[src/rtl/fq_pkg.sv]
package fq_pkg;

    // bus clock
    localparam int FQ_CLK_NS = 25;

    // program durations in ns (typical, and the worst case a word or a full buffer may take)
    localparam int FQ_PROG_FIRST_NS = 115000;
    localparam int FQ_PROG_NEXT_NS  = 50000;
    localparam int FQ_PROG_MAX_NS   = 230000;
    localparam int FQ_BUF_PROG_NS   = 1020000;
    localparam int FQ_BUF_MAX_NS    = 2050000;

    // cycle counts derived from the durations
    localparam int FQ_PROG_FIRST_CYC = FQ_PROG_FIRST_NS / FQ_CLK_NS;
    localparam int FQ_PROG_NEXT_CYC  = FQ_PROG_NEXT_NS / FQ_CLK_NS;
    localparam int FQ_PROG_MAX_CYC   = FQ_PROG_MAX_NS / FQ_CLK_NS;
    localparam int FQ_BUF_PROG_CYC   = FQ_BUF_PROG_NS / FQ_CLK_NS;
    localparam int FQ_BUF_MAX_CYC    = FQ_BUF_MAX_NS / FQ_CLK_NS;
    localparam int FQ_TMR_W          = 22;

    // write buffer
    localparam int FQ_BUF_WORDS = 512;
    localparam int FQ_BCNT_W    = 9;

    // command codes on the low data byte
    localparam logic [7:0] FQ_CMD_QUERY     = 8'h98;
    localparam logic [7:0] FQ_CMD_ARRAY     = 8'hff;
    localparam logic [7:0] FQ_CMD_STATUS    = 8'h70;
    localparam logic [7:0] FQ_CMD_WPROG     = 8'h40;
    localparam logic [7:0] FQ_CMD_WPROG_ALT = 8'h10;
    localparam logic [7:0] FQ_CMD_BPROG     = 8'he8;
    localparam logic [7:0] FQ_CMD_CONFIRM   = 8'hd0;

    // query database layout (word addresses)
    localparam int FQ_QRY_ADDR_W    = 6;
    localparam logic [5:0] FQ_QRY_VENDOR_LO = 6'h01;
    localparam logic [5:0] FQ_QRY_VENDOR_HI = 6'h0f;
    localparam logic [5:0] FQ_QRY_ID_BASE   = 6'h10;
    localparam logic [5:0] FQ_QRY_SYS_BASE  = 6'h1b;
    localparam logic [5:0] FQ_QRY_GEOM_BASE = 6'h27;
    localparam logic [5:0] FQ_QRY_LAST      = 6'h26;
    localparam int FQ_QRY_LEN = 23;

    // contents from 10h to 26h: signature, set ids, table pointer, system interface
    localparam logic [0:FQ_QRY_LEN-1][7:0] FQ_QRY_DATA = {
        8'h51, 8'h52, 8'h59,                 // signature
        8'h00, 8'h02,                        // primary set id, low first
        8'h0a, 8'h01,                        // primary extended table address
        8'h00, 8'h00,                        // alternate set id
        8'h00, 8'h00,                        // secondary table address
        8'h17, 8'h20, 8'h85, 8'h95,          // supply limits
        8'h06, 8'h0a, 8'h0a, 8'h00,          // typical timeouts, 2^n units
        8'h02, 8'h02, 8'h02, 8'h00           // maximum timeouts, 2^n times typical
    };

    // status byte ready bit
    localparam int FQ_STS_READY_BIT = 7;

    typedef enum logic [2:0] {
        FQ_IDLE     = 3'b000,
        FQ_PROG_DAT = 3'b001,
        FQ_BUF_CNT  = 3'b010,
        FQ_BUF_DAT  = 3'b011,
        FQ_BUF_CONF = 3'b100,
        FQ_BUSY     = 3'b101
    } fq_state_t;

    typedef enum logic [1:0] {
        FQ_MODE_ARRAY  = 2'b00,
        FQ_MODE_QUERY  = 2'b01,
        FQ_MODE_STATUS = 2'b10
    } fq_mode_t;

endpackage

[src/rtl/fq_rom_if.sv]
`timescale 1ns/1ps
interface fq_rom_if;
    import fq_pkg::*;
    logic [FQ_QRY_ADDR_W-1:0] addr;
    logic                     hit;
    logic [7:0]               rdata;
    modport ctrl (output addr, output hit, input rdata);
    modport rom  (input addr, input hit, output rdata);
endinterface

[src/rtl/fq_flash_query.sv]
`timescale 1ns/1ps
// Function
// - query byte placed on low data lines
// - upper data byte reads zero in query
// - query offsets are word addresses, signature 10h
// - words 10h-12h return Q, R, Y
// - set ids and table pointer at 13h-18h
// - words 01h-0Fh reserved for vendor data
// - system interface 1Bh, geometry at 27h
// - query command switches reads to database
// - address-valid low after write starts read
// - word program 115/50 us, max 230
// - full buffer program 1.02 ms, max 2.05
// - timeout fields are power-of-two exponents
module fq_flash_query
    import fq_pkg::*;
#(
    parameter int AW             = 24,
    parameter int PROG_FIRST_CYC = FQ_PROG_FIRST_CYC,
    parameter int PROG_NEXT_CYC  = FQ_PROG_NEXT_CYC,
    parameter int BUF_PROG_CYC   = FQ_BUF_PROG_CYC
) (
    // clock, reset, enable
    input  wire logic          mclk,
    input  wire logic          nrst,
    input  wire logic          en,
    // flash bus pins
    input  wire logic          chip_en_n,
    input  wire logic          out_en_n,
    input  wire logic          wr_en_n,
    input  wire logic          address_valid_n,
    input  wire logic [AW-1:0] addr,
    input  wire logic [15:0]   dq_in,
    output logic      [15:0]   dq_out,
    output logic               dq_oe,
    // array side
    input  wire logic [15:0]   array_rdata,
    output logic      [AW-1:0] array_raddr,
    output logic               array_wr,
    output logic      [AW-1:0] array_waddr,
    output logic      [15:0]   array_wdata,
    output logic               busy
);

    typedef struct packed {
        logic            ce_m, ce_s, oe_m, oe_s, we_m, we_s, adv_m, adv_s;
        logic [AW-1:0]   addr_m, addr_s;
        logic [15:0]     dq_m, dq_s;
        logic            we_d;
        fq_state_t       state;
        fq_mode_t        mode;
        logic            seq_prog;
        logic [FQ_BCNT_W-1:0] bcnt;
        logic [FQ_TMR_W-1:0]  tmr;
        logic [AW-1:0]   rd_addr;
        logic [15:0]     dq_out;
        logic            dq_oe;
        logic            wr;
        logic [AW-1:0]   waddr;
        logic [15:0]     wdata;
        logic            busy;
    } fq_state_all_t;

    fq_state_all_t r;
    fq_state_all_t next_r;
    logic          rst_m;
    logic          rst_s;
    logic          wr_done;
    fq_rom_if      rif();

    function automatic logic is_wprog(input logic [7:0] c);
        return (c == FQ_CMD_WPROG) || (c == FQ_CMD_WPROG_ALT);
    endfunction

    // reset release through two flops so every flop leaves reset together
    always_ff @(posedge mclk or negedge nrst) begin
        if (!nrst) begin
            rst_m <= 1'b0;
            rst_s <= 1'b0;
        end else begin
            rst_m <= 1'b1;
            rst_s <= rst_m;
        end
    end

    fq_query_rom u_rom (
        .mclk  (mclk),
        .rst_n (rst_s),
        .en    (en),
        .rif   (rif)
    );

    // database window is the low 64 words; anything above reads zero
    assign rif.addr = r.rd_addr[FQ_QRY_ADDR_W-1:0];
    assign rif.hit  = (r.rd_addr[AW-1:FQ_QRY_ADDR_W] == '0);
    assign wr_done  = r.we_d && !r.we_s && r.ce_s;

    always_comb begin
        next_r = r;
        // pins held as active-high levels, two flops each; addr and dq cross as
        // whole words, which is safe only because a write takes them three edges
        // after the strobe rises, long after the host has let them settle
        next_r.ce_m   = !chip_en_n;
        next_r.ce_s   = r.ce_m;
        next_r.oe_m   = !out_en_n;
        next_r.oe_s   = r.oe_m;
        next_r.we_m   = !wr_en_n;
        next_r.we_s   = r.we_m;
        next_r.adv_m  = !address_valid_n;
        next_r.adv_s  = r.adv_m;
        next_r.addr_m = addr;
        next_r.addr_s = r.addr_m;
        next_r.dq_m   = dq_in;
        next_r.dq_s   = r.dq_m;
        next_r.we_d   = r.we_s;
        next_r.wr     = 1'b0;

        // a strobe still low when the write ends opens a new read cycle
        // (the address follows the pins whenever that strobe is low and no write strobe is seen)
        if (r.adv_s && !r.we_s) begin
            next_r.rd_addr = r.addr_s;
        end

        // program timer; the typical figures stay under the worst case
        if (r.state == FQ_BUSY) begin
            next_r.tmr = r.tmr - 1'b1;
            if (r.tmr <= FQ_TMR_W'(1)) begin
                next_r.state = FQ_IDLE;
            end
        end

        // command and data writes, taken on the rising write strobe
        if (wr_done) begin
            unique case (r.state)
                FQ_IDLE, FQ_BUSY: begin
                    if (r.dq_s[7:0] == FQ_CMD_QUERY) begin
                        next_r.mode = FQ_MODE_QUERY;
                    end else if (r.dq_s[7:0] == FQ_CMD_ARRAY) begin
                        next_r.mode = FQ_MODE_ARRAY;
                    end else if (r.dq_s[7:0] == FQ_CMD_STATUS) begin
                        next_r.mode = FQ_MODE_STATUS;
                    end
                    if (r.state == FQ_IDLE) begin
                        if (is_wprog(r.dq_s[7:0])) begin
                            next_r.state = FQ_PROG_DAT;
                        end else if (r.dq_s[7:0] == FQ_CMD_BPROG) begin
                            next_r.state = FQ_BUF_CNT;
                        end else begin
                            next_r.seq_prog = 1'b0; // a foreign command ends a program run
                        end
                    end
                end
                FQ_PROG_DAT: begin
                    next_r.wr       = 1'b1;
                    next_r.waddr    = r.addr_s;
                    next_r.wdata    = r.dq_s;
                    next_r.tmr      = r.seq_prog ? FQ_TMR_W'(PROG_NEXT_CYC)
                                                 : FQ_TMR_W'(PROG_FIRST_CYC);
                    next_r.seq_prog = 1'b1;
                    next_r.mode     = FQ_MODE_STATUS;
                    next_r.state    = FQ_BUSY;
                end
                FQ_BUF_CNT: begin
                    next_r.bcnt  = r.dq_s[FQ_BCNT_W-1:0]; // count minus one, cut to its low nine bits
                    next_r.state = FQ_BUF_DAT;
                end
                FQ_BUF_DAT: begin
                    // each loaded word goes straight to the array; no buffer is kept
                    next_r.wr    = 1'b1;
                    next_r.waddr = r.addr_s;
                    next_r.wdata = r.dq_s;
                    next_r.bcnt  = r.bcnt - 1'b1;
                    if (r.bcnt == '0) begin
                        next_r.state = FQ_BUF_CONF;
                    end
                end
                FQ_BUF_CONF: begin
                    next_r.mode = FQ_MODE_STATUS;
                    if (r.dq_s[7:0] == FQ_CMD_CONFIRM) begin
                        next_r.tmr   = FQ_TMR_W'(BUF_PROG_CYC);
                        next_r.state = FQ_BUSY;
                    end else begin
                        next_r.state = FQ_IDLE; // bad confirm: no busy, loaded words stay
                    end
                end
                default: next_r.state = FQ_IDLE;
            endcase
        end

        // read data: query words only touch the table, never the array
        next_r.dq_oe = r.ce_s && r.oe_s && !r.we_s;
        unique case (r.mode)
            FQ_MODE_QUERY:  next_r.dq_out = {8'h00, rif.rdata};
            FQ_MODE_STATUS: begin
                // only the ready flag is defined; every other status bit reads zero
                next_r.dq_out                   = 16'h0000;
                next_r.dq_out[FQ_STS_READY_BIT] = (r.state != FQ_BUSY);
            end
            FQ_MODE_ARRAY:  next_r.dq_out = array_rdata;
            default:        next_r.dq_out = 16'h0000;
        endcase

        // busy has its own flop so the pin never shows a decode of state bits
        next_r.busy = (next_r.state == FQ_BUSY);
    end

    always_ff @(posedge mclk or negedge rst_s) begin
        if (!rst_s) begin
            r <= '0;
        end else if (en) begin
            r <= next_r;
        end
    end

    // outputs straight from the state flops
    assign dq_out      = r.dq_out;
    assign dq_oe       = r.dq_oe;
    assign array_raddr = r.rd_addr;
    assign array_wr    = r.wr;
    assign array_waddr = r.waddr;
    assign array_wdata = r.wdata;
    assign busy        = r.busy;

endmodule

[src/rtl/fq_query_rom.sv]
`timescale 1ns/1ps
module fq_query_rom
    import fq_pkg::*;
(
    // clocking
    input wire logic mclk,
    input wire logic rst_n,
    input wire logic en,
    // lookup port
    fq_rom_if.rom    rif
);

    typedef struct packed {
        logic [7:0] q;
    } fq_rom_state_t;

    fq_rom_state_t r;
    fq_rom_state_t next_r;

    // vendor words 01h-0Fh and geometry from 27h up read as zero here
    always_comb begin
        next_r.q = 8'h00;
        if (rif.hit && rif.addr >= FQ_QRY_ID_BASE && rif.addr <= FQ_QRY_LAST) begin
            next_r.q = FQ_QRY_DATA[5'(rif.addr - FQ_QRY_ID_BASE)];
        end
    end

    always_ff @(posedge mclk or negedge rst_n) begin
        if (!rst_n) begin
            r <= '0;
        end else if (en) begin
            r <= next_r;
        end
    end

    assign rif.rdata = r.q;

endmodule

[config.mk]
export PLATFORM = sky130hd
export DESIGN_NAME = fq_flash_query
export DESIGN_NICKNAME = d
export VERILOG_FILES = /design/src/rtl/fq_pkg.sv /design/src/rtl/fq_rom_if.sv /design/src/rtl/fq_flash_query.sv /design/src/rtl/fq_query_rom.sv
export SDC_FILE = /design/constraint.sdc
export NUM_CORES = 1
export LEC_CHECK = 0
export ABC_AREA = 0
export BUFFER_PORTS_ARGS = -buffer_cell sky130_fd_sc_hd__buf_2
export CORE_ASPECT_RATIO = 0.9
export CORE_UTILIZATION = 61
export DETAILED_ROUTE_END_ITERATION = 10
export PLACE_DENSITY_LB_ADDON = 0.3
export SLEW_MARGIN = 0
export SYNTH_ARGS = -nofsm -noshare
export SYNTH_HDL_FRONTEND = slang
export SYNTH_HIERARCHICAL = 1
export SYNTH_SLANG_ARGS = --single-unit
[constraint.sdc]
create_clock -name mclk -period 19.76 [get_ports mclk]
set_clock_uncertainty 0.15 [all_clocks]
set_input_delay 1.976 -clock mclk [delete_from_list [all_inputs] [get_ports mclk]]
set_output_delay 1.976 -clock mclk [all_outputs]
set_load 0.02 [all_outputs]
==> results.json, run 1 <==
{
  "fin_total_pwr_mw": 1.429,
  "crit_family": "simple AND/OR/NAND/NOR gates",
  "numCtsBuffers": 23,
  "critPathLaunchType": "input port",
  "synth_nets": 916,
  "cts_root_buf": "clkbuf_16",
  "grt_start_max_net_pins": 75,
  "drv_cap": 0,
  "relSlewSlack": 0.2706,
  "vias": 6333,
  "placed_area_mm2": 0.01029,
  "setup_tns_ps": 0,
  "met2_usage": 0.3513,
  "worstPathRequired_ps": 19980,
  "cts_tree": "built",
  "reg2reg_from": "r[119]$_DFFE_PN0P_",
  "nets": 970,
  "synth_edf_count": 0,
  "clock_latency_ps": 500,
  "cp.buffers_inverters": 2,
  "worstSetupEndpointType": "flip-flop",
  "met3_usage": 0.05128,
  "path_class": "input port to flip-flop",
  "grt_pass1_wl_mm": 30.40,
  "path_clk_slew_ps": 60,
  "synthCells": 844,
  "fmaxAchievable_mhz": 213.1,
  "post-route-period-util": 0.2375,
  "r2r_slack_ps": 16710,
  "clock_path_buffers": 3,
  "hpwlAfterDp_mm": 12.52,
  "first_global_vias": 6179,
  "grt.busiest_layer": "met2",
  "io_buffers": 145,
  "ir_drop_v": 0.00007972,
  "synth_cell_types": 64,
  "antenna_found_initial": 0,
  "worstSetupStartpoint": "en",
  "worst_path_largest_cell_delay_ps": 960,
  "area_growth_pct": 9.521,
  "rsz0062_at_grt": "false",
  "ys_seq_area_frac": 0.5459,
  "avgSynthCellArea_um2": 11.90,
  "worstMarginPinSlew_ps": 1094,
  "hold_violations": 0,
  "fin_cells": 1119,
  "yosysTopAreaCell": "dfrtp_1",
  "nFillCells": 1249,
  "avgRoutedWirePerCell_um": 16.75,
  "drt-pass1-iter-count": 4,
  "initial_core_util": 0.6224,
  "hold_path_class": "flip-flop to flip-flop",
  "ys_ff_latch": 219,
  "worst_hold_startpoint": "rst_m$_DFF_PN0_",
  "cellPowerDensity_mw_per_mm2": 129.9,
  "drive_above_1_share": 0.3838,
  "dieArea_mm2": 0.01698,
  "ys.flop_type": "dfrtp_1",
  "num_rows": 44,
  "slowest_stage": "and2_2",
  "synth_commonest_cells": "dfrtp_1 (219), mux2_2 (151), buf_4 (81)",
  "synth_top_area_frac": 0.5459,
  "status": "finished clean",
  "post-cts-setup-buffer-count": 0,
  "async_flop_share": 1.000,
  "drt.antenna.violating_nets": 0,
  "place_congestion": 0.8600,
  "p_leak_nw": 4.999,
  "remaining_drc_errors": 0,
  "finalCriticalPeriod_ps": 4694,
  "yosysMostFrequentCell": "dfrtp_1",
  "cts_resized": 0,
  "die_h_um": 123.7,
  "ioPinCount": 146,
  "arrival_ps": 4920,
  "drtIter0Drc": 454,
  "die_w_um": 137.2,
  "totalWireLength_mm": 18.74,
  "fin_area_mm2": 0.01100,
  "yosysWarnings": 6,
  "grtUsageTotal": 0.2263,
  "synthTopCellsByArea": "dfrtp_1 (55%), mux2_2 (17%), buf_4 (6.1%), o21ai_0 (1.8%), a21oi_1 (1.6%)",
  "htreeDepth": 1,
  "grt-ovfl-total": 0,
  "synth_area_mm2": 0.01004,
  "finalMaxSlewViolations": 0,
  "crit_chain": "buf_4 -> clkinv_1 -> nor3_1 -> and2_2 -> mux2_2",
  "cts_sinks": 219,
  "n_antenna_cell": 0,
  "cts_hold_buf": 0,
  "fp.coreArea_mm2": 0.01613,
  "setup_viol": 0,
  "groute.layer.met1.usage": 0.3228,
  "fin_util": 0.6817,
  "cp_max_fo": 41,
  "dp.cells": 1080,
  "viasPerCell": 5.660
}
[per-layer routing]
metal,wire [um],vias up
met2,8621,157
met3,1111,34
met1,8616,3148
met4,391,0
met5,0,-
li1,-,2994
[worst register-to-register path, delay by kind of cell (launching register included)]
family          cells  cell delay, ps
flops               1             600
simple gates        4            1940
compound gates      1             200
[power breakdown]
part           switching [mW]  internal, mW
combinational           0.207         0.164
sequential             0.0988         0.555
clock                   0.165         0.238
[layout make-up]
cell class | count | area (um^2) | share of cell area
Clock buffer | 33 | 643.1 | 0.05849
Multi-Input combinational cell | 472 | 3662 | 0.3331
Timing Repair Buffer | 150 | 765.7 | 0.06964
Sequential cell | 219 | 5484 | 0.4988
Clock inverter | 6 | 61.31 | 0.005576
Inverter | 32 | 120.1 | 0.01092
Tap cell | 207 | 259.0 | 0.02355
[state kept, by name, summed over array words and instances (netlist names)]
name and cells:
r 81, rst_s 1, next_r 45, busy 1, array_waddr 24, array_wr 1
dq_oe 1, array_raddr 24, rst_m 1, dq_out 16, array_wdata 16, u_rom/rif.rdata 8
[per-stage QoR]
stage | hold slack [ps] | setup WS, ps
finish | 207.7 | 15070
global route | 215.0 | 14840
CTS | 212.0 | 15060
detailed placement | 198.4 | 14560
global placement | 182.8 | 14710
floorplan | 181.2 | 13060
[cells in the final DEF (no fill, tap or decap), types with 9 or more instances in the layout]
master	count
o21ai_0	37
nand3_1	19
buf_2	144
clkbuf_16	23
nor2_1	34
nand2_1	38
xnor2_1	11
o22ai_1	9
inv_1	31
nor3_1	21
ha_1	9
mux2_2	151
dfrtp_1	218
a21oi_1	32
nor4_1	13
[cells by family after synthesis]
kind of cell | Yosys count | synth area share
muxes | 159 | 0.1773
xor gates and xnor gates | 15 | 0.01309
AOI/OAI and AO/OA | 123 | 0.07789
buffers and inverters | 153 | 0.08948
DFF | 219 | 0.5459
adders and majority gates | 9 | 0.01122
and+or+nand+nor | 165 | 0.08475
other | 1 | 0.0003735
[final timing paths]
| path | endpoint | cells after the start |
|---|---|---|
| max | array_waddr[14]$_DFFE_PN0P_ | 5 |
| min | rst_s$_DFF_PN0_ | 0 |
| max reg2reg | r[86]$_DFFE_PN0P_ | 5 |
| min reg2reg | rst_s$_DFF_PN0_ | 0 |
| max in group asynchronous | r[123]$_DFFE_PN0P_ | 1 |
| min in group asynchronous | next_r[120]$_DFFE_PN0P_ | 0 |
(Power assumes the default switching activity.)
==> inputs of run 2 (changes only) <==
--- a/config.mk
+++ b/config.mk
@@ -8,7 +8,7 @@
 export ABC_AREA = 0
 export BUFFER_PORTS_ARGS = -buffer_cell sky130_fd_sc_hd__buf_2
 export CORE_ASPECT_RATIO = 0.9
-export CORE_UTILIZATION = 61
+export CORE_UTILIZATION = 52
 export DETAILED_ROUTE_END_ITERATION = 10
 export PLACE_DENSITY_LB_ADDON = 0.3
 export SLEW_MARGIN = 0
==> constraint.sdc (replaced) <==
create_clock -name mclk -period 4.3 [get_ports mclk]
set_clock_uncertainty 0.15 [all_clocks]
set_input_delay 0.43 -clock mclk [delete_from_list [all_inputs] [get_ports mclk]]
set_output_delay 0.43 -clock mclk [all_outputs]
set_load 0.02 [all_outputs]
==> run 2 against run 1 <==
  * Final cell count grew 6.6%
  * Flip-flop and latch count is the same
  * Core utilization shrank 6.7 points
  * Count of clock-buffer cells in the layout grew 2
  * Routed wire length grew 6.5%
  * Global-route usage shrank 2.1 points
  * Die area grew 17%
  * Via count grew 1.8%
  * Register-to-register slack lost 15000 ps
  * Critical endpoint is now r[86]$_DFFE_PN0P_
==> results.json, run 2 (same netlist as run 1, synthesis figures left out) <==
{
  "status": "finished clean",
  "worstMarginPinSlew_ps": 905.5,
  "crit_end": "r[86]$_DFFE_PN0P_",
  "relSlewSlack": 0.3963,
  "pre_cts_slack_ps": 1369,
  "io_buffers": 145,
  "final_cell_mix": "dfrtp_1 (218), mux2_2 (151), buf_2 (144), nand2_1 (38), o21ai_0 (37)",
  "drive_above_1_share": 0.3792,
  "drtIter0Drc": 328,
  "cts_root_buf": "clkbuf_16",
  "worstPathRequired_ps": 4490,
  "die_h_um": 133.8,
  "nets": 1002,
  "r2r_slack_ps": 1370,
  "cts_tree": "built",
  "setup_viol": 0,
  "arrival_ps": 3120,
  "first_global_vias": 6359,
  "worstSetupEndpointType": "flip-flop",
  "cts_sinks": 219,
  "reg2reg_depth": 5,
  "post-cts-setup-buffer-count": 0,
  "htreeDepth": 1,
  "nFillCells": 1451,
  "layout_commonest_cell": "dfrtp_1",
  "largest_reg_flops": 81,
  "grtUsageTotal": 0.2054,
  "pwr-share-comb": 0.255,
  "totalWireLength_mm": 19.96,
  "antenna_found_initial": 3,
  "slowest_stage": "or4b_2",
  "fin_ws_ps": 1373,
  "finalMaxSlewViolations": 0,
  "hold_violations": 0,
  "dieArea_mm2": 0.01987,
  "grt_start_max_net_pins": 100,
  "hpwlAfterDp_mm": 13.22,
  "area_growth_pct": 14.14,
  "die_w_um": 148.5,
  "cp_max_fo": 15,
  "dp.cells": 1122,
  "ir_drop_v": 0.0003648,
  "cp_num_cells": 5,
  "cp.buffers_inverters": 0,
  "place_congestion": 0.8637,
  "cpMostUsedCell": "nor2_1",
  "post-route-period-util": 0.6807,
  "p_clk_frac": 0.301,
  "hold_path_class": "input port to flip-flop",
  "drv_cap": 0,
  "largest-register": "r",
  "ioPinCount": 146,
  "reg2reg_to": "r[86]$_DFFE_PN0P_",
  "path_class": "flip-flop to flip-flop",
  "remaining_drc_errors": 0,
  "num_rows": 47,
  "switchingPower_mw": 2.210,
  "fin_cells": 1193,
  "intPower_mw": 4.597,
  "fmaxAchievable_mhz": 341.6,
  "reg2reg_from": "r[119]$_DFFE_PN0P_",
  "grt-ovfl-total": 0,
  "worstSetupStartpoint": "r[119]$_DFFE_PN0P_",
  "worst_path_largest_cell_delay_ps": 620,
  "viasPerCell": 5.404,
  "initial_core_util": 0.5386,
  "setup_tns_ps": 0,
  "drt-pass1-iter-count": 5,
  "avgRoutedWirePerCell_um": 16.73,
  "crit_family": "simple AND/OR/NAND/NOR gates",
  "fp.coreArea_mm2": 0.01864,
  "clock_path_buffers": 3,
  "rsz0062_at_grt": "false",
  "vias": 6447,
  "finalCriticalPeriod_ps": 2927,
  "path_clk_slew_ps": 60,
  "p_leak_nw": 5.189,
  "grt_pass1_wl_mm": 32.91,
  "crit_chain": "or4b_2 -> nor3_1 -> nor2_1 -> nor2_1 -> o32ai_1",
  "cellPowerDensity_mw_per_mm2": 594.0,
  "clock_latency_ps": 500,
  "numCtsBuffers": 24,
  "critPathLaunchType": "flip-flop",
  "drt.antenna.violating_nets": 0,
  "swShare": 0.3247,
  "p_seq_frac": 0.443
}
## run 2: cell types whose count changed in the layout (fill, tap and decap cells not counted), sizes merged
| cell | previous run | this run |
|---|---|---|
| inv | 32 | 31 |
| diode | 0 | 4 |
| clkinvlp | 1 | 0 |
| dlygate4sd3 | 0 | 27 |
| clkbuf | 33 | 35 |
| bufinv | 1 | 2 |
| buf | 150 | 154 |
## run 2: routing by layer
layer | vias up | share of wire | track usage
met1 | 3169 | 0.48 | 0.3063
li1 | 3063 | - | -
met2 | 186 | 0.43 | 0.3032
met5 | - | 0 | 0
met4 | 0 | 0.016 | 0.04296
met3 | 29 | 0.069 | 0.05204
## run 2: what timing repair did
action                    CTS  global route
hold buffers               25             2
gates resized for setup     0             0
hold endpoints to repair   26             2
## run 2: worst register-to-register path: stages (launching register included)
cell     delay [ps]
dfrtp_1         610
or4b_2          620
nor3_1          440
nor2_1          130
nor2_1          620
o32ai_1         190
## run 2: through the flow
step           power (mW)    util  cell area [um^2]  hold slack (ps)
6_report            6.808  0.6147             11460            14.53
5_1_grt             7.163  0.6145             11450            2.054
4_1_cts             6.855  0.6131             11430           0.9209
3_5_place_dp        4.760  0.5569             10380            69.18
3_3_place_gp        4.715  0.5569             10380            68.41
2_1_floorplan       4.575       -             10040           -15.59
## run 2: layout make-up
cell class	instances	area [um^2]	area share
inverter	32	120.1	0.01048
sequential	219	5484	0.4785
multi-input combinational	472	3662	0.3196
clock buffer	35	723.2	0.06311
timing repair buffer	181	1079	0.09412
tap	245	306.5	0.02675
antenna	4	10.01	0.0008735
clock inverter	5	75.07	0.006551
## run 2: worst min-delay path by stage
stage              startpoint                 endpoint  slack (ps)  cells after the start
2_1_floorplan            nrst          rst_m$_DFF_PN0_         -20                      0
3_3_place_gp             nrst          rst_m$_DFF_PN0_          70                      1
3_5_place_dp             nrst          rst_m$_DFF_PN0_          70                      1
4_1_cts        array_rdata[9]    dq_out[9]$_DFFE_PN0P_         0.9                      3
5_1_grt             dq_in[15]  next_r[136]$_DFFE_PN0P_           2                      2
6_report       array_rdata[9]    dq_out[9]$_DFFE_PN0P_          10                      3
## run 2: power by group through the flow
stage	combinational [mW]	sequential (mW)	clock, mW
global placement	1.68	3.03	0
global route	1.88	3.09	2.19
finish	1.74	3.02	2.05
floorplan	1.70	2.87	0
detailed placement	1.72	3.04	0
CTS	1.75	3.01	2.10
==> inputs of run 3 (changes only) <==
--- a/config.mk
+++ b/config.mk
@@ -5,10 +5,10 @@
 export SDC_FILE = /design/constraint.sdc
 export NUM_CORES = 1
 export LEC_CHECK = 0
-export ABC_AREA = 0
+export ABC_AREA = 1
 export BUFFER_PORTS_ARGS = -buffer_cell sky130_fd_sc_hd__buf_2
 export CORE_ASPECT_RATIO = 0.9
-export CORE_UTILIZATION = 52
+export CORE_UTILIZATION = 58
 export DETAILED_ROUTE_END_ITERATION = 10
 export PLACE_DENSITY_LB_ADDON = 0.3
 export SLEW_MARGIN = 0
==> constraint.sdc (replaced) <==
create_clock -name mclk -period 2.81 [get_ports mclk]
set_clock_uncertainty 0.15 [all_clocks]
set_input_delay 0.281 -clock mclk [delete_from_list [all_inputs] [get_ports mclk]]
set_output_delay 0.281 -clock mclk [all_outputs]
set_load 0.02 [all_outputs]
==> run 3 against run 2 <==
  * Flip-flop and latch count did not move
  * Register-to-register slack got worse by 850 ps
  * Via count rose by 28%
  * Fmax up 28%
  * Power is 50% higher
  * Sequential share of layout area is 1.9 points lower
  * Synthesized cell count is 43% higher
  * Critical endpoint is now u_rom/rif.rdata[2]$_DFFE_PN0P_
  * Largest cell class unchanged
  * Highest routed layer unchanged
==> results.json, run 3 <==
{
  "status": "finished clean",
  "grt-ovfl-total": 0,
  "n_antenna_cell": 0,
  "yosysWarnings": 6,
  "io_buffers": 145,
  "ioPinCount": 146,
  "totalWireLength_mm": 23.47,
  "worstPathRequired_ps": 3100,
  "min_path_cells": 3,
  "synth_area_mm2": 0.01022,
  "viasPerCell": 5.226,
  "numCtsBuffers": 23,
  "area_growth_pct": 16.74,
  "cp_max_fo": 4,
  "pwr-share-comb": 0.275,
  "first_global_vias": 7853,
  "hold_violations": 0,
  "largest-register": "r",
  "drive_above_1_share": 0.1677,
  "intPower_mw": 6.588,
  "worstMarginPinSlew_ps": 606.1,
  "fin_area_mm2": 0.01193,
  "final_cell_mix": "nand2_1 (390), dfrtp_1 (218), buf_2 (144), o21ai_0 (132), inv_1 (84)",
  "synthSimpleGateAreaFrac": 0.2291,
  "synthCells": 1210,
  "htreeDepth": 1,
  "synth_edf_count": 0,
  "post-route-period-util": 0.8141,
  "worstSetupEndpointType": "flip-flop",
  "die_w_um": 141.9,
  "avgSynthCellArea_um2": 8.444,
  "cts_hold_buf": 61,
  "async_flop_share": 1.000,
  "yosysMostFrequentCell": "nand2_1",
  "arrival_ps": 2570,
  "synth_cell_types": 43,
  "synth-xor-area-share": 0.01543,
  "post-cts-setup-buffer-count": 0,
  "drt.antenna.violating_nets": 0,
  "fmaxAchievable_mhz": 437.1,
  "finalMaxSlewViolations": 0,
  "synth_fa_ha_area_frac": 0.01102,
  "grt_pass1_wl_mm": 38.47,
  "synth_top_family_by_area": "simple AND/OR/NAND/NOR gates",
  "path_clk_slew_ps": 60,
  "initial_core_util": 0.5989,
  "clock_latency_ps": 510,
  "cellPowerDensity_mw_per_mm2": 857.0,
  "antenna_found_initial": 0,
  "finalCriticalPeriod_ps": 2288,
  "hold_path_class": "input port to flip-flop",
  "fin_util": 0.6992,
  "synth_commonest_cells": "nand2_1 (391), dfrtp_1 (219), o21ai_0 (132)",
  "hpwlAfterDp_mm": 15.01,
  "vias": 8241,
  "synthMuxAreaShare": 0,
  "ir_drop_v": 0.0004987,
  "ys.flop_type": "dfrtp_1",
  "p_seq_frac": 0.432,
  "grtUsageTotal": 0.2662,
  "swShare": 0.3555,
  "synth_nets": 1282,
  "avgRoutedWirePerCell_um": 14.88,
  "p_leak_nw": 6.127,
  "p_clk_frac": 0.292,
  "grt_start_max_net_pins": 130,
  "cts_tree": "built",
  "relSlewSlack": 0.5908,
  "nets": 1397,
  "num_rows": 45,
  "ys_seq_area_frac": 0.5364,
  "ys_ff_latch": 219,
  "synthTopCellsByArea": "dfrtp_1 (54%), nand2_1 (14%), o21ai_0 (6.5%), buf_4 (6.0%), inv_1 (3.1%)",
  "fp.coreArea_mm2": 0.01706,
  "critPathLaunchType": "flip-flop",
  "rsz0062_at_grt": "false",
  "largest_reg_flops": 81,
  "clock_path_buffers": 3,
  "placed_area_mm2": 0.01056,
  "reg2reg_depth": 7,
  "cts_resized": 0,
  "drt-pass1-iter-count": 5,
  "layout_commonest_cell": "nand2_1",
  "dieArea_mm2": 0.01815,
  "die_h_um": 127.9,
  "path_class": "flip-flop to flip-flop",
  "setup_tns_ps": 0,
  "switchingPower_mw": 3.634,
  "remaining_drc_errors": 0,
  "drtIter0Drc": 641,
  "yosysTopAreaCell": "dfrtp_1",
  "setup_viol": 0,
  "cts_sinks": 219,
  "drv_cap": 0,
  "synth_top_area_frac": 0.5364,
  "place_congestion": 0.8827,
  "cts_root_buf": "clkbuf_16",
  "synth_compound_area_frac": 0.09625
}
run 3: power by group through the flow:
stage / Combinational [mW] / Sequential [mW] / Clock, mW
2_1_floorplan: 2.46 / 4.33 / 0
3_3_place_gp: 2.64 / 4.44 / 0
3_5_place_dp: 2.72 / 4.44 / 0
4_1_cts: 2.80 / 4.41 / 3.04
5_1_grt: 3.15 / 4.50 / 3.17
6_report: 2.82 / 4.42 / 2.99
run 3: cells by family after synthesis:
logic type	after synthesis
AO/OA/AOI/OAI	184
XOR/XNOR	18
adder cells (fa/ha/maj)	9
buffers and inverters	218
flip-flops	219
other	1
AND/OR/NAND/NOR	561
run 3: routing by layer:
layer | share of wire | global-route usage | vias up
met5 | 0 | 0 | -
met4 | 0.032 | 0.09867 | 0
met3 | 0.051 | 0.03511 | 56
met2 | 0.46 | 0.4315 | 287
met1 | 0.45 | 0.3696 | 3903
li1 | - | - | 3995
run 3: critical path, stage by stage (launching register included):
cell and delay, ps:
dfrtp_1 410, nor4_1 500, nand4_1 180, nor3_1 360
o21ai_0 240, a21oi_2 230, nand3_1 100, nand2_1 70
run 3: worst paths after layout:
path	from	end	slack, ps
max	array_raddr[6]$_DFFE_PN0P_	u_rom/rif.rdata[2]$_DFFE_PN0P_	520
min	en	next_r[164]$_DFFE_PN0P_	10
max reg2reg	array_raddr[6]$_DFFE_PN0P_	u_rom/rif.rdata[2]$_DFFE_PN0P_	520
min reg2reg	rst_s$_DFF_PN0_	array_waddr[8]$_DFFE_PN0P_	50
max in group asynchronous	rst_s$_DFF_PN0_	r[127]$_DFFE_PN0P_	1580
min in group asynchronous	rst_s$_DFF_PN0_	array_waddr[8]$_DFFE_PN0P_	50
run 3: through the flow:
step | std cells | worst slack [ps] | total power, mW | hold slack (ps)
floorplan | 1210 | 439.5 | 6.788 | -164.6
global placement | 1474 | 714.6 | 7.080 | -82.51
detailed placement | 1474 | 641.3 | 7.166 | -80.47
CTS | 1577 | 604.0 | 10.25 | 6.154
global route | 1577 | 376.3 | 10.82 | 34.35
finish | 1577 | 522.3 | 10.22 | 14.74
run 3: cell type report:
class	instances	area (um^2)
Clock buffer	33	673.1
Clock inverter	9	82.58
Fill cell	1316	5132
Inverter	93	349.1
Multi-Input combinational cell	773	3601
Sequential cell	219	5484
Tap cell	235	294.0
Timing Repair Buffer	215	1444
